`src/hw/pfs_pkg.sv`:
```
// shared constants and types for the power fault status block
package pfs_pkg;
	// register offsets on the serial link
	localparam logic [7:0] OFS_LIVE_1 = 8'h00;
	localparam logic [7:0] OFS_LIVE_2 = 8'h01;
	localparam logic [7:0] OFS_LIVE_3 = 8'h02;
	localparam logic [7:0] OFS_LIVE_4 = 8'h03;
	localparam logic [7:0] OFS_LATCH_1 = 8'h04;
	localparam logic [7:0] OFS_LATCH_4 = 8'h07;
	localparam logic [7:0] LATCH_RESET = 8'h00;
	localparam logic [7:0] UNMAPPED_VALUE = 8'h00;

	// live register 1 fields
	localparam int L1_SUPPLY_OFF = 7;
	localparam int L1_ISO_OFF = 6;
	localparam int L1_PG_PRIMARY = 5;
	localparam int L1_PG_EXTENDED = 4;
	localparam int L1_RECT_OFF = 3;
	localparam int L1_FAST_OCP = 2;
	localparam int L1_PRI_OCP = 1;
	localparam int L1_SEC_OCP = 0;
	// live register 2 fields
	localparam int L2_CONTINUITY = 7;
	localparam int L2_UVP = 6;
	localparam int L2_REVERSE = 5;
	localparam int L2_SUPPLY_UV = 4;
	localparam int L2_CORE_OV = 3;
	localparam int L2_SUPPLY_OV = 2;
	localparam int L2_LOAD_OVP = 1;
	localparam int L2_LOCAL_OVP = 0;
	// live register 3 fields (6 and 3 reserved)
	localparam int L3_OTP = 7;
	localparam int L3_SHARE = 5;
	localparam int L3_CONST_CUR = 4;
	localparam int L3_LINE_IMP = 2;
	localparam int L3_SOFT_START = 1;
	localparam int L3_EXT_FLAG = 0;
	// live register 4 fields (7 and 3 reserved)
	localparam int L4_MODULATION = 6;
	localparam int L4_ADDRESS = 5;
	localparam int L4_LIGHT_LOAD = 4;
	localparam int L4_AC_SENSE = 2;
	localparam int L4_CHECKSUM = 1;
	localparam int L4_NVM_UNLOCKED = 0;

	// programmable flags: index into raw, action and timing vectors
	localparam int NUM_PROG = 12;
	localparam int PF_FAST_OCP = 0;
	localparam int PF_PRI_OCP = 1;
	localparam int PF_SEC_OCP = 2;
	localparam int PF_LOAD_OVP = 3;
	localparam int PF_LOCAL_OVP = 4;
	localparam int PF_EXT_FLAG = 5;
	localparam int PF_OTP = 6;
	localparam int PF_UVP = 7;
	localparam int PF_REVERSE = 8;
	localparam int PF_CONTINUITY = 9;
	localparam int PF_SHARE = 10;
	localparam int PF_AC_SENSE = 11;
	localparam int LAST_SHORT_PF = 4;
	localparam int NUM_PG2 = 17;

	// two-bit response codes
	localparam logic [1:0] ACT_IGNORE = 2'h0;
	localparam logic [1:0] ACT_RECT_OFF = 2'h1;
	localparam logic [1:0] ACT_ISO_OFF = 2'h2;
	localparam logic [1:0] ACT_SHUTDOWN = 2'h3;

	// debounce intervals
	localparam int CLK_PERIOD_NS = 10;
	localparam int DEBOUNCE_SHORT_MS = 2;
	localparam int DEBOUNCE_LONG_MS = 100;
	localparam int DEBOUNCE_SHORT_CYC = DEBOUNCE_SHORT_MS * 1000000 / CLK_PERIOD_NS;
	localparam int DEBOUNCE_LONG_CYC = DEBOUNCE_LONG_MS * 1000000 / CLK_PERIOD_NS;
	localparam int DEB_WIDTH = 24;

	// serial link
	localparam logic [6:0] DEV_ADDR_DEFAULT = 7'h30;
	localparam logic [3:0] BITS_PER_BYTE = 4'h8;
	localparam logic [3:0] LAST_TX_BIT = 4'h7;

	typedef enum logic [2:0] {
		I2C_IDLE,
		I2C_ADDR,
		I2C_ADDR_ACK,
		I2C_WR_BYTE,
		I2C_WR_ACK,
		I2C_RD_BYTE,
		I2C_RD_ACK
	} pfs_i2c_state_t;
endpackage

```
`src/hw/pfs_debounce.sv`:
```
// debounce or pass-through of one programmable fault condition
`timescale 1ns/1ns
module pfs_debounce #(
	parameter int COUNT = 1
) (
	input wire logic clk, // system clock
	input wire logic rst_n, // synchronised reset, active low
	input wire logic raw, // condition from the comparator
	input wire logic immediate, // 1 sets flag at once, 0 after debounce
	output logic flag // qualified fault flag
);
	typedef struct packed {
		logic [pfs_pkg::DEB_WIDTH-1:0] cnt;
		logic flag;
	} pfs_deb_state_t;

	localparam logic [pfs_pkg::DEB_WIDTH-1:0] LAST = pfs_pkg::DEB_WIDTH'(COUNT - 1);

	pfs_deb_state_t s;
	pfs_deb_state_t next_s;

	// flag follows raw once qualified; any drop restarts the count
	always_comb begin
		next_s = s;
		if (!raw) begin
			next_s.cnt = '0;
			next_s.flag = 1'b0;
		end else if (immediate || s.cnt == LAST) begin
			next_s.flag = 1'b1;
		end else begin
			next_s.cnt = s.cnt + pfs_pkg::DEB_WIDTH'(1);
		end
	end

	always_ff @(posedge clk or negedge rst_n) begin
		if (!rst_n) begin
			s <= '0;
		end else begin
			s <= next_s;
		end
	end

	assign flag = s.flag;
endmodule

```
`src/hw/pfs_latch8.sv`:
```
// one latched fault register: edge capture, clear on read when gone
`timescale 1ns/1ns
module pfs_latch8 (
	input wire logic clk, // system clock
	input wire logic rst_n, // synchronised reset, active low
	input wire logic [7:0] live, // live fault bits
	input wire logic clr, // one-cycle read of this register
	output logic [7:0] flag // latched fault bits
);
	typedef struct packed {
		logic [7:0] live_q;
		logic [7:0] flag;
	} pfs_latch_state_t;

	pfs_latch_state_t s;
	pfs_latch_state_t next_s;
	logic [7:0] rise;

	// a new rising edge beats a read clear in the same cycle
	always_comb begin
		next_s = s;
		rise = live & ~s.live_q;
		next_s.live_q = live;
		if (clr) begin
			next_s.flag = (s.flag & live) | rise;
		end else begin
			next_s.flag = s.flag | rise;
		end
	end

	always_ff @(posedge clk or negedge rst_n) begin
		if (!rst_n) begin
			s <= {pfs_pkg::LATCH_RESET, pfs_pkg::LATCH_RESET};
		end else begin
			s <= next_s;
		end
	end

	assign flag = s.flag;
endmodule

```
`src/hw/pfs_top.sv`:
```
// power fault status block: live and latched fault registers on a serial link
//
// Contract
// - latched flags stay set after fault goes
// - read clears latched flag unless fault present
// - latch sets only on rising fault edge
// - supply-off bit holds until restart
// - isolation-off bit set while gate off
// - primary good fault ORs seven flags
// - extended good fault ORs maskable wider set
// - rectifier-off on user, light load, action
// - fast overcurrent comparator at bit two
// - accurate primary and secondary overcurrent bits
// - continuity fault on sense differentials
// - undervoltage and reverse voltage bits
// - supply undervoltage, core overvoltage shut down
// - supply overvoltage restart needs request toggle
// - load overvoltage separate from local overvoltage
// - register three fault bit placement
// - register three status-only bits
// - register four status bits and reserved
// - ac-sense fault bit
// - checksum shutdown and memory unlocked bits
// - one means fault, zero means normal
// - two-bit response field selects action
// - timing bit selects debounce or immediate
`timescale 1ns/1ns
module pfs_top #(
	parameter int DEBOUNCE_SHORT_CYC = pfs_pkg::DEBOUNCE_SHORT_CYC,
	parameter int DEBOUNCE_LONG_CYC = pfs_pkg::DEBOUNCE_LONG_CYC,
	parameter logic [6:0] DEV_ADDR = pfs_pkg::DEV_ADDR_DEFAULT
) (
	input wire logic ref_clk, // 100 MHz system clock
	input wire logic rst_n, // asynchronous reset, active low
	input wire logic scl_in, // serial clock level
	input wire logic sda_in, // serial data level
	output logic sda_out, // serial data drive value, always low
	output logic sda_oe, // pull serial data low while high
	input wire logic [11:0] prot_cond_raw, // programmable fault conditions
	input wire logic [23:0] prot_action, // two-bit response per flag
	input wire logic [11:0] prot_immediate, // timing bit per flag
	input wire logic supply_undervoltage, // supply below limit
	input wire logic core_rail_overvoltage, // core rail above limit
	input wire logic supply_overvoltage, // supply above limit
	input wire logic checksum_fault, // nonvolatile contents bad
	input wire logic nvm_unlocked, // nonvolatile memory unlocked
	input wire logic constant_current_mode, // constant current operation
	input wire logic line_impedance_high, // remote line impedance high
	input wire logic soft_start_filter_active, // soft-start filter in use
	input wire logic modulation_at_limit, // modulation at min or max
	input wire logic address_resistor_bad, // address resistor wrong
	input wire logic light_load_mode, // load below light-load level
	input wire logic user_rectifier_drive_off, // user disabled both rectifiers
	input wire logic [16:0] power_good_extended_summary_ignore, // per-contributor ignore mask
	input wire logic power_on_request_input, // restart request level
	output logic power_good_primary_summary, // primary good fault, high = fault
	output logic power_good_extended_summary, // extended good fault, high = fault
	output logic rectifiers_disabled_flag, // rectifier drives disabled
	output logic supply_off, // supply shut off
	output logic output_isolation_switch_on // isolation gate enabled
);
	typedef struct packed {
		pfs_pkg::pfs_i2c_state_t st;
		logic scl_q;
		logic sda_q;
		logic [7:0] shreg;
		logic [3:0] cnt;
		logic [7:0] ptr;
		logic ptr_set;
		logic rw;
		logic nack;
		logic sda_oe;
		logic sda_out;
		logic power_on_request_input_q;
		logic supply_off;
		logic iso_on;
		logic rect_off;
		logic pg1;
		logic pg2;
	} pfs_top_state_t;

	logic [1:0] rst_q;
	logic rst_sync_n;
	pfs_top_state_t s;
	pfs_top_state_t next_s;
	logic [11:0] pf;
	logic [7:0] live [4];
	logic [7:0] latched [4];
	logic [3:0] rd_clr;
	logic rd_pulse;
	logic shut_any;
	logic iso_any;
	logic rect_any;
	logic shut_set;
	logic [16:0] pg2_src;
	logic scl_rise;
	logic scl_fall;
	logic start_cond;
	logic stop_cond;
	logic [7:0] rd_value;

	// reset release through two flops; assertion stays asynchronous
	always_ff @(posedge ref_clk or negedge rst_n) begin
		if (!rst_n) begin
			rst_q <= 2'h0;
		end else begin
			rst_q <= {rst_q[0], 1'b1};
		end
	end
	assign rst_sync_n = rst_q[1];

	// overvoltage and overcurrent flags use the short interval
	for (genvar i = 0; i < pfs_pkg::NUM_PROG; i++) begin : g_deb
		pfs_debounce #(
			.COUNT(i <= pfs_pkg::LAST_SHORT_PF ? DEBOUNCE_SHORT_CYC : DEBOUNCE_LONG_CYC)
		) u_deb (
			.clk(ref_clk),
			.rst_n(rst_sync_n),
			.raw(prot_cond_raw[i]),
			.immediate(prot_immediate[i]),
			.flag(pf[i])
		);
	end

	// live register images, high means fault present
	always_comb begin
		live[0] = 8'h00;
		live[1] = 8'h00;
		live[2] = 8'h00;
		live[3] = 8'h00;
		live[0][pfs_pkg::L1_SUPPLY_OFF] = s.supply_off;
		live[0][pfs_pkg::L1_ISO_OFF] = !s.iso_on;
		live[0][pfs_pkg::L1_PG_PRIMARY] = s.pg1;
		live[0][pfs_pkg::L1_PG_EXTENDED] = s.pg2;
		live[0][pfs_pkg::L1_RECT_OFF] = s.rect_off;
		live[0][pfs_pkg::L1_FAST_OCP] = pf[pfs_pkg::PF_FAST_OCP];
		live[0][pfs_pkg::L1_PRI_OCP] = pf[pfs_pkg::PF_PRI_OCP];
		live[0][pfs_pkg::L1_SEC_OCP] = pf[pfs_pkg::PF_SEC_OCP];
		live[1][pfs_pkg::L2_CONTINUITY] = pf[pfs_pkg::PF_CONTINUITY];
		live[1][pfs_pkg::L2_UVP] = pf[pfs_pkg::PF_UVP];
		live[1][pfs_pkg::L2_REVERSE] = pf[pfs_pkg::PF_REVERSE];
		live[1][pfs_pkg::L2_SUPPLY_UV] = supply_undervoltage;
		live[1][pfs_pkg::L2_CORE_OV] = core_rail_overvoltage;
		live[1][pfs_pkg::L2_SUPPLY_OV] = supply_overvoltage;
		live[1][pfs_pkg::L2_LOAD_OVP] = pf[pfs_pkg::PF_LOAD_OVP];
		live[1][pfs_pkg::L2_LOCAL_OVP] = pf[pfs_pkg::PF_LOCAL_OVP];
		live[2][pfs_pkg::L3_OTP] = pf[pfs_pkg::PF_OTP];
		live[2][pfs_pkg::L3_SHARE] = pf[pfs_pkg::PF_SHARE];
		live[2][pfs_pkg::L3_EXT_FLAG] = pf[pfs_pkg::PF_EXT_FLAG];
		live[2][pfs_pkg::L3_CONST_CUR] = constant_current_mode;
		live[2][pfs_pkg::L3_LINE_IMP] = line_impedance_high;
		live[2][pfs_pkg::L3_SOFT_START] = soft_start_filter_active;
		live[3][pfs_pkg::L4_MODULATION] = modulation_at_limit;
		live[3][pfs_pkg::L4_ADDRESS] = address_resistor_bad;
		live[3][pfs_pkg::L4_LIGHT_LOAD] = light_load_mode;
		live[3][pfs_pkg::L4_AC_SENSE] = pf[pfs_pkg::PF_AC_SENSE];
		live[3][pfs_pkg::L4_CHECKSUM] = checksum_fault;
		live[3][pfs_pkg::L4_NVM_UNLOCKED] = nvm_unlocked;
	end

	// one latched copy per live register, all the same structure
	for (genvar r = 0; r < 4; r++) begin : g_latch
		pfs_latch8 u_latch (
			.clk(ref_clk),
			.rst_n(rst_sync_n),
			.live(live[r]),
			.clr(rd_clr[r]),
			.flag(latched[r])
		);
	end

	// response decode of every qualified programmable flag
	always_comb begin
		shut_any = 1'b0;
		iso_any = 1'b0;
		rect_any = 1'b0;
		for (int i = 0; i < pfs_pkg::NUM_PROG; i++) begin
			case (prot_action[2*i +: 2])
				pfs_pkg::ACT_RECT_OFF: rect_any = rect_any | pf[i];
				pfs_pkg::ACT_ISO_OFF: iso_any = iso_any | pf[i];
				pfs_pkg::ACT_SHUTDOWN: shut_any = shut_any | pf[i];
				default: ;
			endcase
		end
	end

	// hard faults shut down with no programmable response
	assign shut_set = shut_any | supply_undervoltage | core_rail_overvoltage
		| supply_overvoltage | checksum_fault;

	// extended summary contributors, each one maskable
	assign pg2_src = {s.supply_off, !s.iso_on, pf[pfs_pkg::PF_FAST_OCP],
		pf[pfs_pkg::PF_PRI_OCP], pf[pfs_pkg::PF_SEC_OCP], pf[pfs_pkg::PF_CONTINUITY],
		pf[pfs_pkg::PF_UVP], pf[pfs_pkg::PF_REVERSE], pf[pfs_pkg::PF_AC_SENSE],
		pf[pfs_pkg::PF_EXT_FLAG], core_rail_overvoltage, supply_overvoltage,
		pf[pfs_pkg::PF_LOCAL_OVP], pf[pfs_pkg::PF_LOAD_OVP], pf[pfs_pkg::PF_OTP],
		checksum_fault, nvm_unlocked};

	// register read value; anything above the latched block reads zero
	always_comb begin
		if (s.ptr < pfs_pkg::OFS_LATCH_1) begin
			rd_value = live[s.ptr[1:0]];
		end else if (s.ptr <= pfs_pkg::OFS_LATCH_4) begin
			rd_value = latched[s.ptr[1:0]];
		end else begin
			rd_value = pfs_pkg::UNMAPPED_VALUE;
		end
	end

	assign scl_rise = !s.scl_q && scl_in;
	assign scl_fall = s.scl_q && !scl_in;
	assign start_cond = s.scl_q && scl_in && s.sda_q && !sda_in;
	assign stop_cond = s.scl_q && scl_in && !s.sda_q && sda_in;

	// serial slave plus supply state; only latched offsets clear on load
	always_comb begin
		next_s = s;
		rd_pulse = 1'b0;
		next_s.scl_q = scl_in;
		next_s.sda_q = sda_in;
		next_s.power_on_request_input_q = power_on_request_input;
		next_s.sda_out = 1'b0;
		// restart needs a fresh request edge and no cause left
		if (shut_set) begin
			next_s.supply_off = 1'b1;
		end else if (power_on_request_input && !s.power_on_request_input_q) begin
			next_s.supply_off = 1'b0;
		end
		next_s.iso_on = !(next_s.supply_off || iso_any);
		next_s.rect_off = user_rectifier_drive_off || light_load_mode || rect_any;
		next_s.pg1 = s.supply_off || pf[pfs_pkg::PF_FAST_OCP] || pf[pfs_pkg::PF_PRI_OCP]
			|| pf[pfs_pkg::PF_SEC_OCP] || pf[pfs_pkg::PF_UVP]
			|| pf[pfs_pkg::PF_LOCAL_OVP] || pf[pfs_pkg::PF_LOAD_OVP];
		next_s.pg2 = |(pg2_src & ~power_good_extended_summary_ignore);
		if (start_cond) begin
			next_s.st = pfs_pkg::I2C_ADDR;
			next_s.cnt = 4'h0;
			next_s.sda_oe = 1'b0;
			next_s.ptr_set = 1'b0;
		end else if (stop_cond) begin
			next_s.st = pfs_pkg::I2C_IDLE;
			next_s.sda_oe = 1'b0;
		end else begin
			case (s.st)
				pfs_pkg::I2C_IDLE: begin
					next_s.sda_oe = 1'b0;
				end
				pfs_pkg::I2C_ADDR: begin
					if (scl_rise) begin
						next_s.shreg = {s.shreg[6:0], sda_in};
						next_s.cnt = s.cnt + 4'h1;
					end else if (scl_fall && s.cnt == pfs_pkg::BITS_PER_BYTE) begin
						if (s.shreg[7:1] == DEV_ADDR) begin
							next_s.rw = s.shreg[0];
							next_s.sda_oe = 1'b1;
							next_s.st = pfs_pkg::I2C_ADDR_ACK;
						end else begin
							next_s.st = pfs_pkg::I2C_IDLE;
						end
					end
				end
				pfs_pkg::I2C_ADDR_ACK: begin
					if (scl_fall) begin
						next_s.cnt = 4'h0;
						if (s.rw) begin
							rd_pulse = 1'b1;
							next_s.shreg = rd_value;
							next_s.sda_oe = !rd_value[7];
							next_s.ptr = s.ptr + 8'h01;
							next_s.st = pfs_pkg::I2C_RD_BYTE;
						end else begin
							next_s.sda_oe = 1'b0;
							next_s.st = pfs_pkg::I2C_WR_BYTE;
						end
					end
				end
				pfs_pkg::I2C_WR_BYTE: begin
					if (scl_rise) begin
						next_s.shreg = {s.shreg[6:0], sda_in};
						next_s.cnt = s.cnt + 4'h1;
					end else if (scl_fall && s.cnt == pfs_pkg::BITS_PER_BYTE) begin
						// first byte is the pointer; later writes are acked, dropped
						if (!s.ptr_set) begin
							next_s.ptr = s.shreg;
							next_s.ptr_set = 1'b1;
						end
						next_s.sda_oe = 1'b1;
						next_s.st = pfs_pkg::I2C_WR_ACK;
					end
				end
				pfs_pkg::I2C_WR_ACK: begin
					if (scl_fall) begin
						next_s.sda_oe = 1'b0;
						next_s.cnt = 4'h0;
						next_s.st = pfs_pkg::I2C_WR_BYTE;
					end
				end
				pfs_pkg::I2C_RD_BYTE: begin
					if (scl_fall) begin
						if (s.cnt == pfs_pkg::LAST_TX_BIT) begin
							next_s.sda_oe = 1'b0;
							next_s.st = pfs_pkg::I2C_RD_ACK;
						end else begin
							next_s.shreg = {s.shreg[6:0], 1'b0};
							next_s.sda_oe = !s.shreg[6];
							next_s.cnt = s.cnt + 4'h1;
						end
					end
				end
				pfs_pkg::I2C_RD_ACK: begin
					if (scl_rise) begin
						next_s.nack = sda_in;
					end else if (scl_fall) begin
						next_s.cnt = 4'h0;
						if (s.nack) begin
							next_s.st = pfs_pkg::I2C_IDLE;
						end else begin
							rd_pulse = 1'b1;
							next_s.shreg = rd_value;
							next_s.sda_oe = !rd_value[7];
							next_s.ptr = s.ptr + 8'h01;
							next_s.st = pfs_pkg::I2C_RD_BYTE;
						end
					end
				end
				default: begin
					next_s.st = pfs_pkg::I2C_IDLE;
					next_s.sda_oe = 1'b0;
				end
			endcase
		end
	end

	// clear strobe only for the latched block; live reads leave flags alone
	always_comb begin
		rd_clr = 4'h0;
		if (rd_pulse && s.ptr >= pfs_pkg::OFS_LATCH_1 && s.ptr <= pfs_pkg::OFS_LATCH_4) begin
			rd_clr[s.ptr[1:0]] = 1'b1;
		end
	end

	// idle bus lines rest high; supply starts off until requested
	always_ff @(posedge ref_clk or negedge rst_sync_n) begin
		if (!rst_sync_n) begin
			s <= '0;
			s.st <= pfs_pkg::I2C_IDLE;
			s.scl_q <= 1'b1;
			s.sda_q <= 1'b1;
			s.supply_off <= 1'b1;
			s.pg1 <= 1'b1;
			s.pg2 <= 1'b1;
		end else begin
			s <= next_s;
		end
	end

	assign sda_out = s.sda_out;
	assign sda_oe = s.sda_oe;
	assign supply_off = s.supply_off;
	assign output_isolation_switch_on = s.iso_on;
	assign rectifiers_disabled_flag = s.rect_off;
	assign power_good_primary_summary = s.pg1;
	assign power_good_extended_summary = s.pg2;
endmodule

```
`config.mk`:
```
export PLATFORM = sky130hd
export DESIGN_NAME = pfs_top
export DESIGN_NICKNAME = d
export VERILOG_FILES = /design/src/hw/pfs_pkg.sv /design/src/hw/pfs_debounce.sv /design/src/hw/pfs_latch8.sv /design/src/hw/pfs_top.sv
export SDC_FILE = /design/constraint.sdc
export NUM_CORES = 1
export LEC_CHECK = 0
export BUFFER_PORTS_ARGS = -buffer_cell sky130_fd_sc_hd__buf_2
export CAP_MARGIN = 10
export CORE_ASPECT_RATIO = 0.7
export CORE_MARGIN = 2
export CORE_UTILIZATION = 45
export DETAILED_ROUTE_END_ITERATION = 12
export SYNTH_ARGS = -nofsm -noshare
export SYNTH_HDL_FRONTEND = slang
export SYNTH_SLANG_ARGS = --single-unit
```
`constraint.sdc`:
```
create_clock -name ref_clk -period 16.2 [get_ports ref_clk]
set_input_delay 2.43 -clock ref_clk [delete_from_list [all_inputs] [get_ports ref_clk]]
set_output_delay 2.43 -clock ref_clk [all_outputs]
set_load 0.005 [all_outputs]
```
== After elaboration in Yosys (flattened, before gate mapping) ==
Index checks and enable logic that the tools add are counted.

* Add/subtract/negate cells: 14
* Magnitude comparators: 6
* Eq/ne operators: 114
* Muxes and demuxes: 156
* Bitwise operators: 63
* Reductions and logical operators: 58

{| class="wikitable"
|+ Operator list
! cell !! number
|-
| 2-to-1 mux 25 bit || 12
|-
| adder 24 x 1 -> 24 bit (second input constant) || 12
|-
| 2-to-1 mux 24 bit || 12
|-
| equality test 24 bit (second input constant) || 7
|-
| equality test 24 x 18 -> 1 bit (second input constant) || 5
|-
| 2-to-1 mux 8 bit || 14
|-
| 2-to-1 mux 1 bit || 81
|-
| OR 8 bit || 8
|-
| 2-to-1 mux 20 bit || 3
|-
| AND 8 bit || 6
|-
| equality test 2 bit (second input constant) || 24
|-
| != test 4 bit (second input constant) || 12
|-
| != test 2 bit (second input constant) || 23
|-
| AND reduction 11 bit || 4
|-
| 2-to-1 mux 3 bit || 14
|-
| OR 1 bit || 37
|-
| 2-to-1 mux 12 bit || 3
|-
| binary-select mux 8 bit (select 2 bit) || 2
|-
| case mux 8 bit (4 select lines) || 1
|-
| != test 2 x 1 -> 1 bit (second input constant) || 14
|-
| 2-to-1 mux 9 bit || 3
|-
| equality test 2 x 1 -> 1 bit (second input constant) || 12
|-
| NOT 8 bit || 3
|-
| case mux 8 bit (3 select lines) || 1
|-
| 44 further kinds || 98
|}

* Bits in registers: 397
* Word-level logic and storage cells: 460

== Depth between registers and ports, before layout ==
* Word-level depth: 31
* Depth in mapped cells: 8
* Depth with buffers taken out: 7

== Modules after synthesis ==
A second synthesis with hierarchy kept.

* Cell total of the unflattened synthesis: 2307
* Area, all modules: 22146.2 µm²

{| class="wikitable"
|+ By module, submodules not included
! module !! times used !! cells an instance !! area an instance (µm²)
|-
| pfs_debounce (g_deb[10].u_deb ...) || 7 || 147 || 1365.1
|-
| pfs_debounce (g_deb[0].u_deb ...) || 5 || 151 || 1426.4
|-
| pfs_top || 1 || 355 || 3106.7
|-
| pfs_latch8 || 4 || 42 || 588.1
|}

== Least setup slack after synthesis ==
Ideal clock, no wire load.

* Path type: input-to-reg
* Start: in scl_in
* End: reg s[11] (netlist bit)
* Arrival: 3.735 ns
* Required time: 16.113 ns
* Setup slack: 12.378 ns
* Stages: 6
* Path through: nand2b_1 > nor3_1 > o2111a_1 > clkbuf_1 > nand3_1 > o211ai_1

* Cells in the longest elaborated chain, start to end: 5

{| class="wikitable"
|+ RTL lines
! element !! RTL line !! text
|-
| start: declaration || pfs_top.sv:35 || <nowiki>input wire logic scl_in,</nowiki>
|-
| logical NOT 1 bit / logical AND 1 bit (equally long branches) || pfs_top.sv:211, pfs_top.sv:212, pfs_top.sv:213 ||
|-
| logical AND 1 bit (on tied branches) || pfs_top.sv:211, pfs_top.sv:212, pfs_top.sv:213 ||
|-
| logical AND 1 bit (on tied branches) || pfs_top.sv:281, pfs_top.sv:212, pfs_top.sv:213 ||
|-
| != test 2 bit (no line) / NOT 1 bit (equally long branches) || - ||
|-
| AND reduction 11 bit (no line) * || - ||
|-
| end signal: assignment || pfs_top.sv:353 || <nowiki>s <= next_s;</nowiki>
|-
| end: declaration || pfs_top.sv:84 || <nowiki>pfs_top_state_t s;</nowiki>
|}

Every way passes the cells marked *; elsewhere a longest branch is shown, timed or not.
A chain may end at the register's enable or synchronous reset.

== Worst setup path after layout ==
* Start: in scl_in
* End: reg s[13] (netlist bit)

Same word-level chain as after synthesis.

==> results.txt <==
The run finished with clean final reports. For the number of cells upsized or downsized after cts, the log shows 0. Counting flops with a built-in enable in the synthesized netlist gives 0. The clock root buffer is clkbuf_16.

The overall die height is 185 µm, and the number of levels the H-tree was split into is 2. The min-delay analysis places its worst path in the category reg2reg. The tools report the launching element of the worst setup path as scl_in. The final hold violation count is 0. Power per unit of standard cell area: 102 mW/mm². Kind of launch point of the worst setup path: an input pin. For this run, the number of standard cells in the final layout without fillers is 2923. The final layout contains 2379 nets.

The top fanout value on the critical path came out at 14. Buffers placed on the I/O ports in this run total 87. The number of global-route vias before repair came out at 16100. The setup path with the least slack is of type in2reg.

For the clock insertion delay at the later pin of the skew report, the log shows 0.55 ns. The HPWL after detailed placement is 34500 µm. The logs give 393 for the sink count of the clock tree and 0 for the antenna cell count. The number of top-level design ports was 89.

Share of the clock period used by the worst path: 0.232. In the synthesized netlist, the cells that appear most often are 388 x dfrtp_1, 217 x nand2_1, 122 x nand3_1, 116 x nor2_1, 109 x a21oi_1. The iteration-0 DRC count of the detailed router is 1321. The share of synthesized registers carrying an async set or reset came out at 1.00. The number of different library cells used by synthesis comes to 81. Summing every instance area after synthesis gives 0.0210 mm².

The die width was 262 µm; the count of mapped cells out of synthesis was 2217. A synthesized cell averages 9.45 µm². Once layout is done, the placed cells without fillers occupy 0.0234 mm². The design draws 0.00239 W. The top cell type's share of synthesized area is 0.463. The run gives 0 as the post-detailed-route DRC marker count.

The endpoint type of the worst setup path was a flop. The total number of vias was 17000; the area of the core was 0.0462 mm². The final-report max-slew violation count was 0. VDD sags by at most 0.0649 mV.

For the pin with the worst max-slew slack, the measured transition is 1.13 ns. The startpoint identified for the worst register-to-register timing path is rst_q[1]. At the end of routability-driven placement, the weighted congestion stood at 0.863. Synthesis produced a netlist with a net count of 2317.

The post-placement setup slack was 11.85 ns; the setup TNS was 0 ns. The number of setup buffers added after CTS was 0. Library cell with the highest instance count after synthesis: dfrtp_1. The prevailing post-synth register cell is dfrtp_1.

Counting cells, the worst reg-to-reg path comes to 2. Across all setup checks in the final design, the least slack found is 12.44 ns. Detailed-route wire length: 50100 µm.

Yosys printed 0 warnings. The tools report the arrival time at the worst endpoint as 4.24 ns. Proportion of layout cells with a drive suffix above 1: 0.0909. The number of buffers created by CTS is 42, and the placed instance area is 0.0219 mm². The top achievable clock speed is 0.266 GHz, and the number of antenna violations at the first check in global routing is 0.

For the worst setup slack for register-to-register paths, the log shows 13.50 ns. The logs give 0 for the number of routed nets with antenna violations and 5 for the number of detailed-routing iterations run before antenna repair. Including well taps, the total number of placed cells is 2846.

The setup clock skew after layout was 0.0149 ns; the number of cell rows was 66. Setup repair after global routing left no endpoint under its margin. The area growth from synthesis to layout is 11.6%. Entering global routing, the biggest net connects 185 pins. For the die outline area, the log shows 0.0483 mm². Clock-pin slew was measured on the worst setup and hold paths at 0.06 ns. The average wire per standard cell works out to 17.1 µm. The tightest slew margin relative to the limit was 0.244; the final critical delay including setup and external delays was 3.76 ns.

The overall track demand over capacity in global routing came out at 0.213. The tool flagged a number of max-cap violations equal to 0. The routed via count divided by cell count works out to 5.80. The critical register-to-register path endpoint was g_deb[4].u_deb.s[12]. TritonCTS built the clock tree. In this run the static leakage power is 9.75 nW.

The first global-routing pass estimated 84700 µm of wire. For the number of failing setup endpoints in the final timing report, the log shows 0. The aggregate global routing overflow is 0. The starting density of the core is 0.453, and the number of hold buffers added after cts is 0.

The sequential cell area fraction in the yosys report came out at 0.470. dfrtp_1 takes more of the synthesized area than any other cell. The number of synthesized register bits is 393. The critical path required time came out at 16.68 ns. Following the worst setup path forward leads to its endpoint at s[13].

By area the synthesized netlist is led by dfrtp_1 46%, nand2_1 3.9%, nand3_1 2.9%. No sink is reached through more buffers than the 3 on the longest clock path.
metrics by stage:
step | hold WS [ns] | util
after floorplan | 0.331 | -
after global placement | 0.339 | 0.474
after detailed placement | 0.336 | 0.474
after CTS | 0.350 | 0.505
after global routing | 0.357 | 0.506
final | 0.349 | 0.506
layout by cell type, fill, tap and decap left out, types with 74 or more instances in the layout:
cell	synthesis	layout
and2_1	84	84
inv_1	86	86
dfrtp_1	388	387
buf_2	6	87
nand3_1	122	122
nor2_1	116	116
o21ai_0	101	101
a21oi_1	109	109
nand2_1	217	217
nand4_1	74	74
logic make-up (layout without fill, tap and decap cells):
| logic type | after synthesis | in the layout | synth area share |
|---|---|---|---|
| xor+xnor | 111 | 111 | 0.0464 |
| fa+ha+maj | 18 | 18 | 0.0107 |
| compound gates | 414 | 414 | 0.126 |
| other cells | 2 | 2 | 0.000358 |
| buf+inv | 164 | 258 | 0.0302 |
| mux | 73 | 73 | 0.0430 |
| simple gates | 1042 | 1042 | 0.273 |
| flops | 393 | 393 | 0.470 |
cell type report:
class / count / area [µm²]
Sequential cell: 393 / 9840
Clock inverter: 16 / 209
Timing Repair Buffer: 93 / 497
Tap cell: 612 / 766
Inverter: 89 / 334
Multi-Input combinational cell: 1660 / 10500
Fill cell: 4320 / 22900
Clock buffer: 60 / 1250
where the power goes:
group | internal (W) | leakage [nW] | switching [W]
sequential | 0.00102 | 5.20 | 0.0000745
combinational | 0.000110 | 3.82 | 0.000157
clock | 0.000618 | 0.729 | 0.000403
total | 0.00175 | 9.75 | 0.000635
per-layer routing:
layer,global-route usage,wire [µm]
met1,0.318,24500
met5,0,0
met2,0.319,22000
met4,0.0667,1510
met3,0.0303,2070
registers in the layout (all words and copies together) (netlist names):
signal and flops:
g_latch.u_latch.s 28, g_latch.u_latch.flag 28, sda_oe 1, rst_q 2, output_isolation_switch_on 1, s 29
g_deb.u_deb.s 288, supply_off 1, power_good_primary_summary 1, rectifiers_disabled_flag 1, power_good_extended_summary 1, g_deb.u_deb.flag 12
worst max-delay path: stages:
cell,delay [ns]
buf_2,0.14
nand2b_1,0.22
nor3_1,0.53
o2111a_1,0.59
o21ai_0,0.16
a21oi_1,0.17
worst min path at each step:
stage	endpoint	slack, ns	cells past startpoint	from
after detailed placement	rst_q[1]	0.34	0	rst_q[0]
after global routing	rst_q[1]	0.36	0	rst_q[0]
after CTS	rst_q[1]	0.35	0	rst_q[0]
after global placement	rst_q[1]	0.34	0	rst_q[0]
after floorplan	rst_q[1]	0.33	0	rst_q[0]
final	rst_q[1]	0.35	0	rst_q[0]
Power figures use the tool's default switching activity.
